File: config.mk
export PLATFORM = sky130hd
export DESIGN_NAME = mcu_exec_unit
export DESIGN_NICKNAME = d
export VERILOG_FILES = /design/src/mcu_exec_pkg.sv /design/src/mcu_exec_unit.sv
export VERILOG_INCLUDE_DIRS = /design/src /design/src/src
export SDC_FILE = /design/constraint.sdc
export NUM_CORES = 1
export LEC_CHECK = 0
export BUFFER_PORTS_ARGS = -buffer_cell sky130_fd_sc_hd__buf_2
export CAP_MARGIN = 20
export CORE_MARGIN = 1
export CORE_UTILIZATION = 55
export CTS_CLUSTER_DIAMETER = 30
export DETAILED_ROUTE_END_ITERATION = 6
export PLACE_DENSITY = 0.92
export RECOVER_POWER = 25
export SKIP_CTS_REPAIR_TIMING = 1
export SYNTH_ARGS = -nofsm -noshare
export SYNTH_HDL_FRONTEND = slang
export SYNTH_SLANG_ARGS = --single-unit
File: constraint.sdc
create_clock -name i_clk -period 4.1 [get_ports i_clk]
set_clock_uncertainty 0.05 [all_clocks]
set_input_delay 0.41 -clock i_clk [delete_from_list [all_inputs] [get_ports i_clk]]
set_output_delay 0.41 -clock i_clk [all_outputs]
set_load 0.01 [all_outputs]
File: src/mcu_exec_defs.svh
// constants for the instruction cycle and flag unit
// assumes inclusion by bare name from the package and the unit
`ifndef MCU_EXEC_DEFS_SVH
`define MCU_EXEC_DEFS_SVH

`define MCU_DATA_W      8
`define MCU_BIT_SEL_W   3
`define MCU_ROM_W       15
`define MCU_TBL_HIGH_W  7
`define MCU_OP_W        6
`define MCU_CYC_SHORT   1
`define MCU_CYC_LONG    2
`define MCU_DATA_ZERO   8'h00
`define MCU_DATA_ONE    8'h01
`define MCU_TBL_RESET   7'h00
`define MCU_NIB_W       4

`endif

File: src/mcu_exec_pkg.sv
// types for the instruction cycle and flag unit
// assumes mcu_exec_defs.svh is on the include path
`include "mcu_exec_defs.svh"

package mcu_exec_pkg;

  typedef enum logic [`MCU_OP_W-1:0] {
    OP_NOP                       = 6'b000000,
    OP_ROTATE_RIGHT_TO_ACC       = 6'b000001,
    OP_ROTATE_RIGHT_MEM          = 6'b000010,
    OP_ROTATE_RIGHT_CARRY_TO_ACC = 6'b000011,
    OP_ROTATE_RIGHT_CARRY_MEM    = 6'b000100,
    OP_ROTATE_LEFT_TO_ACC        = 6'b000101,
    OP_ROTATE_LEFT_MEM           = 6'b000110,
    OP_ROTATE_LEFT_CARRY_TO_ACC  = 6'b000111,
    OP_ROTATE_LEFT_CARRY_MEM     = 6'b001000,
    OP_COPY_DATA_MEM_TO_ACC      = 6'b001001,
    OP_COPY_DATA_ACC_TO_MEM      = 6'b001010,
    OP_COPY_DATA_IMM_TO_ACC      = 6'b001011,
    OP_BIT_CLEAR                 = 6'b001100,
    OP_BIT_SET                   = 6'b001101,
    OP_JUMP_ABSOLUTE             = 6'b001110,
    OP_SUBROUTINE_INVOKE         = 6'b001111,
    OP_SUBROUTINE_EXIT           = 6'b010000,
    OP_SUBROUTINE_EXIT_IMM       = 6'b010001,
    OP_INTERRUPT_EXIT            = 6'b010010,
    OP_SKIP_ON_ZERO              = 6'b010011,
    OP_SKIP_ON_ZERO_COPY_ACC     = 6'b010100,
    OP_SKIP_ON_BIT_CLEAR         = 6'b010101,
    OP_SKIP_ON_BIT_SET           = 6'b010110,
    OP_INCREMENT_SKIP_ZERO       = 6'b010111,
    OP_DECREMENT_SKIP_ZERO       = 6'b011000,
    OP_INCREMENT_SKIP_ZERO_ACC   = 6'b011001,
    OP_DECREMENT_SKIP_ZERO_ACC   = 6'b011010,
    OP_TABLE_FETCH_CURRENT_PAGE  = 6'b011011,
    OP_TABLE_FETCH_FINAL_PAGE    = 6'b011100,
    OP_WATCHDOG_CLEAR_CMD        = 6'b011101,
    OP_WATCHDOG_PRECLEAR_FIRST   = 6'b011110,
    OP_WATCHDOG_PRECLEAR_SECOND  = 6'b011111,
    OP_NIBBLE_EXCHANGE_MEM       = 6'b100000,
    OP_NIBBLE_EXCHANGE_TO_ACC    = 6'b100001,
    OP_ENTER_POWERDOWN           = 6'b100010,
    OP_CLEAR_MEM                 = 6'b100011,
    OP_SET_MEM                   = 6'b100100
  } op_t;

  typedef enum logic [1:0] {
    ST_READY  = 2'b00,
    ST_EXTRA  = 2'b01,
    ST_TABLE  = 2'b10,
    ST_HALTED = 2'b11
  } exec_state_t;

  typedef enum logic [1:0] {
    PRE_NONE   = 2'b00,
    PRE_FIRST  = 2'b01,
    PRE_SECOND = 2'b10
  } preclear_t;

endpackage

File: src/mcu_exec_unit.sv
// instruction cycle, flag and watchdog-flag unit of an 8-bit core
// assumes all inputs come from logic on i_clk; the pc, data memory,
// program memory and watchdog counter live outside this unit
//
// Operation
// - plain rotates right or left to acc or memory take one cycle and touch no flag.
// - rotates through carry take one cycle, go to acc or memory and update only carry.
// - memory to acc, acc to memory and immediate to acc moves take one cycle, no flags.
// - bit set or clear of a memory byte takes one cycle and keeps other bits and flags.
// - jump, invoke, subroutine exit, exit with immediate and interrupt exit take two cycles.
// - skip when a byte is zero, also when copying it to acc, or on a chosen bit clear or set.
// - increment or decrement with skip on zero, into memory or into acc, changes no flag.
// - a conditional skip takes two cycles when it skips and one when it does not.
// - any instruction that writes the pc low byte takes two cycles.
// - table fetches from current or final page take two cycles, high part to latch, low to memory.
// - the pre-clear pair clears the expired and power-down flags only when run back to back.
// - nibble exchange goes in place or to acc with no flag change.
// - enter-power-down takes one cycle and affects only the expired and power-down flags.
// - power-down stops execution, keeps state, clears the watchdog, sets pd and clears expired.
// - the plain watchdog clear resets the counter and clears both flags.
`timescale 1ns/1ps
`include "mcu_exec_defs.svh"

module mcu_exec_unit (
  input  wire logic                        i_clk,
  input  wire logic                        i_rst_n,
  input  wire logic                        i_op_valid,
  input  wire logic [`MCU_OP_W-1:0]        i_op,
  input  wire logic [`MCU_DATA_W-1:0]      i_mem_rdata,
  input  wire logic [`MCU_DATA_W-1:0]      i_imm,
  input  wire logic [`MCU_BIT_SEL_W-1:0]   i_bit_sel,
  input  wire logic                        i_dest_is_pc_low_byte,
  input  wire logic [`MCU_ROM_W-1:0]       i_rom_word,
  input  wire logic                        i_wdt_timeout,
  input  wire logic                        i_wake,
  output logic                             o_ready,
  output logic [`MCU_DATA_W-1:0]           o_acc,
  output logic                             o_carry,
  output logic                             o_mem_we,
  output logic [`MCU_DATA_W-1:0]           o_mem_wdata,
  output logic                             o_skip_next,
  output logic                             o_rom_rd,
  output logic                             o_rom_final_page,
  output logic [`MCU_TBL_HIGH_W-1:0]       o_table_high_latch,
  output logic                             o_wdt_clear,
  output logic                             o_watchdog_expired_flag,
  output logic                             o_powerdown_flag,
  output logic                             o_halted
);

  // ---------------------------------------------------------------
  // helpers
  // ---------------------------------------------------------------
  // nine-bit rotate: {carry_out, byte}
  function automatic logic [`MCU_DATA_W:0] rot_carry(
    input logic [`MCU_DATA_W-1:0] d,
    input logic                   c,
    input logic                   left);
    if (left) begin
      rot_carry = {d[`MCU_DATA_W-1], d[`MCU_DATA_W-2:0], c};
    end else begin
      rot_carry = {d[0], c, d[`MCU_DATA_W-1:1]};
    end
  endfunction

  function automatic logic is_zero(input logic [`MCU_DATA_W-1:0] d);
    is_zero = (d == `MCU_DATA_ZERO);
  endfunction

  // ---------------------------------------------------------------
  // state
  // ---------------------------------------------------------------
  mcu_exec_pkg::exec_state_t     state_ff, nxt_state;
  mcu_exec_pkg::preclear_t       pre_ff, nxt_pre;
  logic [`MCU_DATA_W-1:0]        acc_ff, nxt_acc;
  logic                          carry_ff, nxt_carry;
  logic                          mem_we_ff, nxt_mem_we;
  logic [`MCU_DATA_W-1:0]        mem_wdata_ff, nxt_mem_wdata;
  logic                          skip_ff, nxt_skip;
  logic                          rom_rd_ff, nxt_rom_rd;
  logic                          rom_final_ff, nxt_rom_final;
  logic [`MCU_TBL_HIGH_W-1:0]    tbl_high_ff, nxt_tbl_high;
  logic                          wdt_clear_ff, nxt_wdt_clear;
  logic                          expired_ff, nxt_expired;
  logic                          pd_ff, nxt_pd;

  logic                          take;
  logic [`MCU_DATA_W:0]          rot;
  logic [`MCU_DATA_W-1:0]        bit_mask;
  logic [`MCU_DATA_W-1:0]        inc_val;
  logic [`MCU_DATA_W-1:0]        dec_val;
  logic                          long_op;

  assign take     = i_op_valid && (state_ff == mcu_exec_pkg::ST_READY);
  assign bit_mask = `MCU_DATA_ONE << i_bit_sel;
  assign inc_val  = i_mem_rdata + `MCU_DATA_ONE;
  assign dec_val  = i_mem_rdata - `MCU_DATA_ONE;

  // ---------------------------------------------------------------
  // next-state logic
  // ---------------------------------------------------------------
  always_comb begin
    nxt_state     = state_ff;
    nxt_pre       = pre_ff;
    nxt_acc       = acc_ff;
    nxt_carry     = carry_ff;
    nxt_mem_we    = 1'b0;
    nxt_mem_wdata = mem_wdata_ff;
    nxt_skip      = 1'b0;
    nxt_rom_rd    = 1'b0;
    nxt_rom_final = rom_final_ff;
    nxt_tbl_high  = tbl_high_ff;
    nxt_wdt_clear = 1'b0;
    nxt_expired   = expired_ff;
    nxt_pd        = pd_ff;
    rot           = {1'b0, `MCU_DATA_ZERO};
    long_op       = 1'b0;

    case (state_ff)
      mcu_exec_pkg::ST_READY: begin
        if (take) begin
          nxt_pre = mcu_exec_pkg::PRE_NONE;
          case (mcu_exec_pkg::op_t'(i_op))
            mcu_exec_pkg::OP_ROTATE_RIGHT_TO_ACC: begin
              nxt_acc = {i_mem_rdata[0], i_mem_rdata[`MCU_DATA_W-1:1]};
            end
            mcu_exec_pkg::OP_ROTATE_RIGHT_MEM: begin
              nxt_mem_we    = 1'b1;
              nxt_mem_wdata = {i_mem_rdata[0],
                               i_mem_rdata[`MCU_DATA_W-1:1]};
            end
            mcu_exec_pkg::OP_ROTATE_LEFT_TO_ACC: begin
              nxt_acc = {i_mem_rdata[`MCU_DATA_W-2:0],
                         i_mem_rdata[`MCU_DATA_W-1]};
            end
            mcu_exec_pkg::OP_ROTATE_LEFT_MEM: begin
              nxt_mem_we    = 1'b1;
              nxt_mem_wdata = {i_mem_rdata[`MCU_DATA_W-2:0],
                               i_mem_rdata[`MCU_DATA_W-1]};
            end
            mcu_exec_pkg::OP_ROTATE_RIGHT_CARRY_TO_ACC,
            mcu_exec_pkg::OP_ROTATE_LEFT_CARRY_TO_ACC: begin
              rot = rot_carry(i_mem_rdata, carry_ff,
                i_op == mcu_exec_pkg::OP_ROTATE_LEFT_CARRY_TO_ACC);
              nxt_carry = rot[`MCU_DATA_W];
              nxt_acc   = rot[`MCU_DATA_W-1:0];
            end
            mcu_exec_pkg::OP_ROTATE_RIGHT_CARRY_MEM,
            mcu_exec_pkg::OP_ROTATE_LEFT_CARRY_MEM: begin
              rot = rot_carry(i_mem_rdata, carry_ff,
                i_op == mcu_exec_pkg::OP_ROTATE_LEFT_CARRY_MEM);
              nxt_carry     = rot[`MCU_DATA_W];
              nxt_mem_we    = 1'b1;
              nxt_mem_wdata = rot[`MCU_DATA_W-1:0];
            end
            mcu_exec_pkg::OP_COPY_DATA_MEM_TO_ACC: begin
              nxt_acc = i_mem_rdata;
            end
            mcu_exec_pkg::OP_COPY_DATA_IMM_TO_ACC: begin
              nxt_acc = i_imm;
            end
            mcu_exec_pkg::OP_COPY_DATA_ACC_TO_MEM: begin
              nxt_mem_we    = 1'b1;
              nxt_mem_wdata = acc_ff;
            end
            mcu_exec_pkg::OP_BIT_CLEAR: begin
              nxt_mem_we    = 1'b1;
              nxt_mem_wdata = i_mem_rdata & ~bit_mask;
            end
            mcu_exec_pkg::OP_BIT_SET: begin
              nxt_mem_we    = 1'b1;
              nxt_mem_wdata = i_mem_rdata | bit_mask;
            end
            mcu_exec_pkg::OP_CLEAR_MEM: begin
              nxt_mem_we    = 1'b1;
              nxt_mem_wdata = `MCU_DATA_ZERO;
            end
            mcu_exec_pkg::OP_SET_MEM: begin
              nxt_mem_we    = 1'b1;
              nxt_mem_wdata = ~`MCU_DATA_ZERO;
            end
            mcu_exec_pkg::OP_JUMP_ABSOLUTE,
            mcu_exec_pkg::OP_SUBROUTINE_INVOKE,
            mcu_exec_pkg::OP_SUBROUTINE_EXIT,
            mcu_exec_pkg::OP_INTERRUPT_EXIT: begin
              long_op = 1'b1;
            end
            mcu_exec_pkg::OP_SUBROUTINE_EXIT_IMM: begin
              nxt_acc = i_imm;
              long_op = 1'b1;
            end
            mcu_exec_pkg::OP_SKIP_ON_ZERO: begin
              nxt_skip = is_zero(i_mem_rdata);
            end
            mcu_exec_pkg::OP_SKIP_ON_ZERO_COPY_ACC: begin
              nxt_acc  = i_mem_rdata;
              nxt_skip = is_zero(i_mem_rdata);
            end
            mcu_exec_pkg::OP_SKIP_ON_BIT_CLEAR: begin
              nxt_skip = is_zero(i_mem_rdata & bit_mask);
            end
            mcu_exec_pkg::OP_SKIP_ON_BIT_SET: begin
              nxt_skip = !is_zero(i_mem_rdata & bit_mask);
            end
            mcu_exec_pkg::OP_INCREMENT_SKIP_ZERO: begin
              nxt_mem_we    = 1'b1;
              nxt_mem_wdata = inc_val;
              nxt_skip      = is_zero(inc_val);
            end
            mcu_exec_pkg::OP_DECREMENT_SKIP_ZERO: begin
              nxt_mem_we    = 1'b1;
              nxt_mem_wdata = dec_val;
              nxt_skip      = is_zero(dec_val);
            end
            mcu_exec_pkg::OP_INCREMENT_SKIP_ZERO_ACC: begin
              nxt_acc  = inc_val;
              nxt_skip = is_zero(inc_val);
            end
            mcu_exec_pkg::OP_DECREMENT_SKIP_ZERO_ACC: begin
              nxt_acc  = dec_val;
              nxt_skip = is_zero(dec_val);
            end
            mcu_exec_pkg::OP_TABLE_FETCH_CURRENT_PAGE,
            mcu_exec_pkg::OP_TABLE_FETCH_FINAL_PAGE: begin
              nxt_rom_rd    = 1'b1;
              nxt_rom_final =
                (i_op == mcu_exec_pkg::OP_TABLE_FETCH_FINAL_PAGE);
              nxt_state     = mcu_exec_pkg::ST_TABLE;
            end
            mcu_exec_pkg::OP_WATCHDOG_CLEAR_CMD: begin
              nxt_wdt_clear = 1'b1;
              nxt_expired   = 1'b0;
              nxt_pd        = 1'b0;
            end
            mcu_exec_pkg::OP_WATCHDOG_PRECLEAR_FIRST: begin
              if (pre_ff == mcu_exec_pkg::PRE_SECOND) begin
                nxt_wdt_clear = 1'b1;
                nxt_expired   = 1'b0;
                nxt_pd        = 1'b0;
              end else begin
                nxt_pre = mcu_exec_pkg::PRE_FIRST;
              end
            end
            mcu_exec_pkg::OP_WATCHDOG_PRECLEAR_SECOND: begin
              if (pre_ff == mcu_exec_pkg::PRE_FIRST) begin
                nxt_wdt_clear = 1'b1;
                nxt_expired   = 1'b0;
                nxt_pd        = 1'b0;
              end else begin
                nxt_pre = mcu_exec_pkg::PRE_SECOND;
              end
            end
            mcu_exec_pkg::OP_NIBBLE_EXCHANGE_MEM: begin
              nxt_mem_we    = 1'b1;
              nxt_mem_wdata = {i_mem_rdata[`MCU_NIB_W-1:0],
                               i_mem_rdata[`MCU_DATA_W-1:`MCU_NIB_W]};
            end
            mcu_exec_pkg::OP_NIBBLE_EXCHANGE_TO_ACC: begin
              nxt_acc = {i_mem_rdata[`MCU_NIB_W-1:0],
                         i_mem_rdata[`MCU_DATA_W-1:`MCU_NIB_W]};
            end
            mcu_exec_pkg::OP_ENTER_POWERDOWN: begin
              nxt_wdt_clear = 1'b1;
              nxt_expired   = 1'b0;
              nxt_pd        = 1'b1;
              nxt_state     = mcu_exec_pkg::ST_HALTED;
            end
            default: begin
              nxt_acc = acc_ff;
            end
          endcase
          // a write to the pc low byte costs an extra cycle
          if (nxt_mem_we && i_dest_is_pc_low_byte) begin
            long_op = 1'b1;
          end
          if (long_op || nxt_skip) begin
            nxt_state = mcu_exec_pkg::ST_EXTRA;
          end
        end
      end
      mcu_exec_pkg::ST_EXTRA: begin
        nxt_state = mcu_exec_pkg::ST_READY;
      end
      mcu_exec_pkg::ST_TABLE: begin
        nxt_tbl_high  = i_rom_word[`MCU_ROM_W-1:`MCU_DATA_W];
        nxt_mem_we    = 1'b1;
        nxt_mem_wdata = i_rom_word[`MCU_DATA_W-1:0];
        nxt_state     = mcu_exec_pkg::ST_READY;
      end
      mcu_exec_pkg::ST_HALTED: begin
        if (i_wake || i_wdt_timeout) begin
          nxt_state = mcu_exec_pkg::ST_READY;
        end
      end
      default: begin
        nxt_state = mcu_exec_pkg::ST_READY;
      end
    endcase

    // a timeout in the same cycle as a clear still sets the flag
    if (i_wdt_timeout) begin
      nxt_expired = 1'b1;
    end
  end

  // ---------------------------------------------------------------
  // registers
  // ---------------------------------------------------------------
  always_ff @(posedge i_clk) begin
    if (!i_rst_n) begin
      state_ff     <= mcu_exec_pkg::ST_READY;
      pre_ff       <= mcu_exec_pkg::PRE_NONE;
      acc_ff       <= `MCU_DATA_ZERO;
      carry_ff     <= 1'b0;
      mem_we_ff    <= 1'b0;
      mem_wdata_ff <= `MCU_DATA_ZERO;
      skip_ff      <= 1'b0;
      rom_rd_ff    <= 1'b0;
      rom_final_ff <= 1'b0;
      tbl_high_ff  <= `MCU_TBL_RESET;
      wdt_clear_ff <= 1'b0;
      expired_ff   <= 1'b0;
      pd_ff        <= 1'b0;
    end else begin
      state_ff     <= nxt_state;
      pre_ff       <= nxt_pre;
      acc_ff       <= nxt_acc;
      carry_ff     <= nxt_carry;
      mem_we_ff    <= nxt_mem_we;
      mem_wdata_ff <= nxt_mem_wdata;
      skip_ff      <= nxt_skip;
      rom_rd_ff    <= nxt_rom_rd;
      rom_final_ff <= nxt_rom_final;
      tbl_high_ff  <= nxt_tbl_high;
      wdt_clear_ff <= nxt_wdt_clear;
      expired_ff   <= nxt_expired;
      pd_ff        <= nxt_pd;
    end
  end

  // ---------------------------------------------------------------
  // outputs
  // ---------------------------------------------------------------
  assign o_ready                 = (state_ff == mcu_exec_pkg::ST_READY);
  assign o_halted                = (state_ff == mcu_exec_pkg::ST_HALTED);
  assign o_acc                   = acc_ff;
  assign o_carry                 = carry_ff;
  assign o_mem_we                = mem_we_ff;
  assign o_mem_wdata             = mem_wdata_ff;
  assign o_skip_next             = skip_ff;
  assign o_rom_rd                = rom_rd_ff;
  assign o_rom_final_page        = rom_final_ff;
  assign o_table_high_latch      = tbl_high_ff;
  assign o_wdt_clear             = wdt_clear_ff;
  assign o_watchdog_expired_flag = expired_ff;
  assign o_powerdown_flag        = pd_ff;

endmodule

==> impl_results.md <==
* Startpoint types: primary input
* Slowest Stage Delay on Critical Path at 0.42 ns
* Ys async rst share at 0
* Clock sink count at 35
* Endpoints failing hold at 0
* Cell accounting for the most synthesized area: dfxtp_1
* Max_slew headroom at 0.401
* Leakage dissipation at approximately 1.5 nW
* Number of synthesized flops with an enable pin at 0
* Yosys reg bits at 35
* Pwr dens at 248 mW/mm²
* WL per Instance at between 20 and 25 µm
* Layout Cells excl Fill at 580
* GRT Total Usage at 0.364
* Largest net degree at the start of global routing at 35
* Final WL at 12,000 µm
* Unrepaired setup endpoints after global routing: false
* Area delta synth->final at 10.9%
* Synth Net Count at slightly above 500
* Root Buffer: clkbuf_8
* Sequential share of the synthesized area at 0.200
* Via Count at 4,017
* Dpl ws at 1.19 ns
* Die Ht at 81.7 µm
* Switching Share at 0.325
* Leading cell type in the layout, fill and taps excluded: buf_2
* DIE AREA at 0.00668 mm²
* Share of the synthesized area in the top cell type at 0.200
* Clk slew on worst S/H paths at 0.08 ns
* Placed Cells at 572
* Predominant post-synthesis flop cell: dfxtp_1
* CTS tree: yes
* Final setup TNS at 0 ns
* Die W at around 82 µm
* Global-route wire length before repair at 18,400 µm
* Number of primary I/O pins at between 70 and 80
* Setup crit end kind: flip-flop
* Power, Total at 0.961 mW
* Most frequent cells in the layout: buf_2 (61), nand2_1 (59), dfxtp_1 (35)
* P_sw at between 0.3 and 0.4 mW
* Status: complete, no violations
* Reg power frac at 0.382
* Comb pwr share at 0.277
* Synthesized instance count at 460
* Max_cap viols at 0
* Synth warn at 0
* H-tree depth at 2
* CP cell instances: buf_2 > inv_1 > ha_1 > nor3b_1 > and2_1 > a221o_1 > a2111oi_2 > a221oi_2 > o221a_1
* Syn_area_per_cell at 7.60 µm²
* Clock latency on the worst-skew pair at 0.29 ns
* WHS at 0.294 ns
* Final Setup Violations at 0
* Final setup margin at 1.40 ns
* GP Congestion at 1.05
* WP data required at 4.24 ns
* Yosys cell types at 86
* Fmax at about 0.37 GHz
* Area after DPL at 0.00378 mm²
* WP buf/inv at 2
* First drt pass iteration count at 7
* Max Slew Vio Count at 0
* Post-route cell area at about 0.0039 mm²
* Clock Tree Buf Depth at 2
* Final core occ at 0.643
* Crit path DAT at 2.84 ns
* I/O Buffers at about 80
* Num CTS Buffers at 5
* Antenna viol nets, final at 0
* Top cell family by delay on the critical path: compound AO/OA/AOI/OAI gates
* DRC Markers at 0
* Layout cells sized above 1 at 0.196
* DP HPWL at 8600 µm
* Synth area leaders: dfxtp_1 (20%), nand2_1 (6.3%), nor2_1 (3.7%), o21ai_0 (3.6%), mux2i_1 (3.1%)
* Worst-Margin Slew at between 0.8 and 0.9 ns
* Final net count at ~550
* Rows at 28
* Final min period at 2.70 ns
* Slowest-stage cell, CP: a2111oi_2
* Fill cells at ~540
* Synth Cell Area at 0.00350 mm²
* Initial Util at 0.580
* Max VDD drop at 0.248 mV
* Diode count at 0
* Pint at 0.648 mW
* Crit Path Class: primary input to flip-flop
* Vias in the first global route at roughly 3,600
* Overflow after GRT at 0
* Via/cell ratio at just under 7
* Largest fanout on the critical path at 16
* Clk pwr share at 0.341
* 1st-iter DRT viols at 678
* HP Class: primary input to flip-flop
* Fin crit share at 0.658
* Core Region at 0.00603 mm²
* Antenna violations before repair at 0
[registers in the layout, indices dropped and copies added, names as in the netlist, 2 cells and up]
| signal | cells |
|---|---|
| o_acc | 8 |
| o_mem_wdata | 8 |
| o_table_high_latch | 7 |
| pre_ff | 2 |
| state_ff | 2 |
[cell type report]
| cell class | count | area (µm²) | area share |
|---|---|---|---|
| Multi-Input combinational cell | 370 | 2540 | 0.655 |
| Inverter | 13 | 48.8 | 0.0126 |
| Sequential cell | 35 | 701 | 0.181 |
| Clock buffer | 6 | 82.6 | 0.0213 |
| Tap cell | 75 | 93.8 | 0.0242 |
| Timing Repair Buffer | 79 | 377 | 0.0972 |
| Clock inverter | 2 | 35.0 | 0.00904 |
[cells in the mapped netlist, types with 3 or more instances]
master / count
nor2b_1: 8
o22ai_1: 12
nand4_1: 4
nor2_1: 34
a2111oi_2: 3
a221o_1: 4
nand3b_1: 5
buf_2: 13
a32oi_1: 6
nand2_1: 59
a221oi_1: 4
xnor2_1: 8
inv_1: 12
a21boi_0: 10
nor3b_1: 9
buf_6: 4
o21a_1: 5
a22oi_1: 8
and2_1: 5
o211ai_1: 3
mux2i_1: 11
a222oi_1: 7
nor3_1: 12
nor4_1: 3
and3_1: 6
a211oi_1: 5
a31oi_1: 9
dfxtp_1: 35
clkbuf_1: 21
a21oi_1: 17
o221ai_1: 7
o21ai_0: 25
nand2b_1: 5
buf_1: 3
ha_1: 3
nand3_1: 12
[power by group through the flow]
stage | Clock, mW | Sequential (mW) | Combinational, mW
after detailed placement | 0 | 0.373 | 0.258
after global placement | 0 | 0.373 | 0.256
final | 0.328 | 0.367 | 0.266
after floorplan | 0 | 0.378 | 0.178
after global routing | 0.345 | 0.368 | 0.287
after CTS | 0.328 | 0.366 | 0.260
[per-layer routing]
| layer | global-route usage | up-vias | share of wire |
|---|---|---|---|
| li1 | - | 1839 | - |
| met1 | 0.488 | 1804 | 0.41 |
| met2 | 0.553 | 320 | 0.42 |
| met3 | 0.0733 | 54 | 0.13 |
| met4 | 0.174 | 0 | 0.044 |
| met5 | 0 | - | 0 |
[worst reg2reg max path, stage by stage, from the launching register on]
cell	delay (ns)
dfxtp_1	0.46
nor2b_1	0.76
a31o_4	0.27
o221ai_1	0.15
a31oi_1	0.17
[final timing paths]
kind | start | to | slack [ns] | cells after the start
hold / removal | i_wdt_timeout | o_watchdog_expired_flag | 0.29 | 2
setup / recovery | i_mem_rdata[1] | o_mem_wdata[6] | 1.40 | 9
hold reg to reg | o_table_high_latch[6] | o_table_high_latch[6] | 0.42 | 2
setup reg to reg | state_ff[1] | o_mem_wdata[0] | 2.18 | 4
[logic make-up (layout without fill, tap and decap cells)]
kind of cell,after synthesis,after routing,synth area share
DFF,35,35,0.200
muxes,15,15,0.0508
buffers and inverters,55,100,0.0734
xor gates and xnor gates,10,10,0.0251
and+or+nand+nor,188,188,0.294
AOI/OAI and AO/OA,154,154,0.345
adders and majority gates,3,3,0.0107
Note: power is estimated with default switching activity, not from simulation.
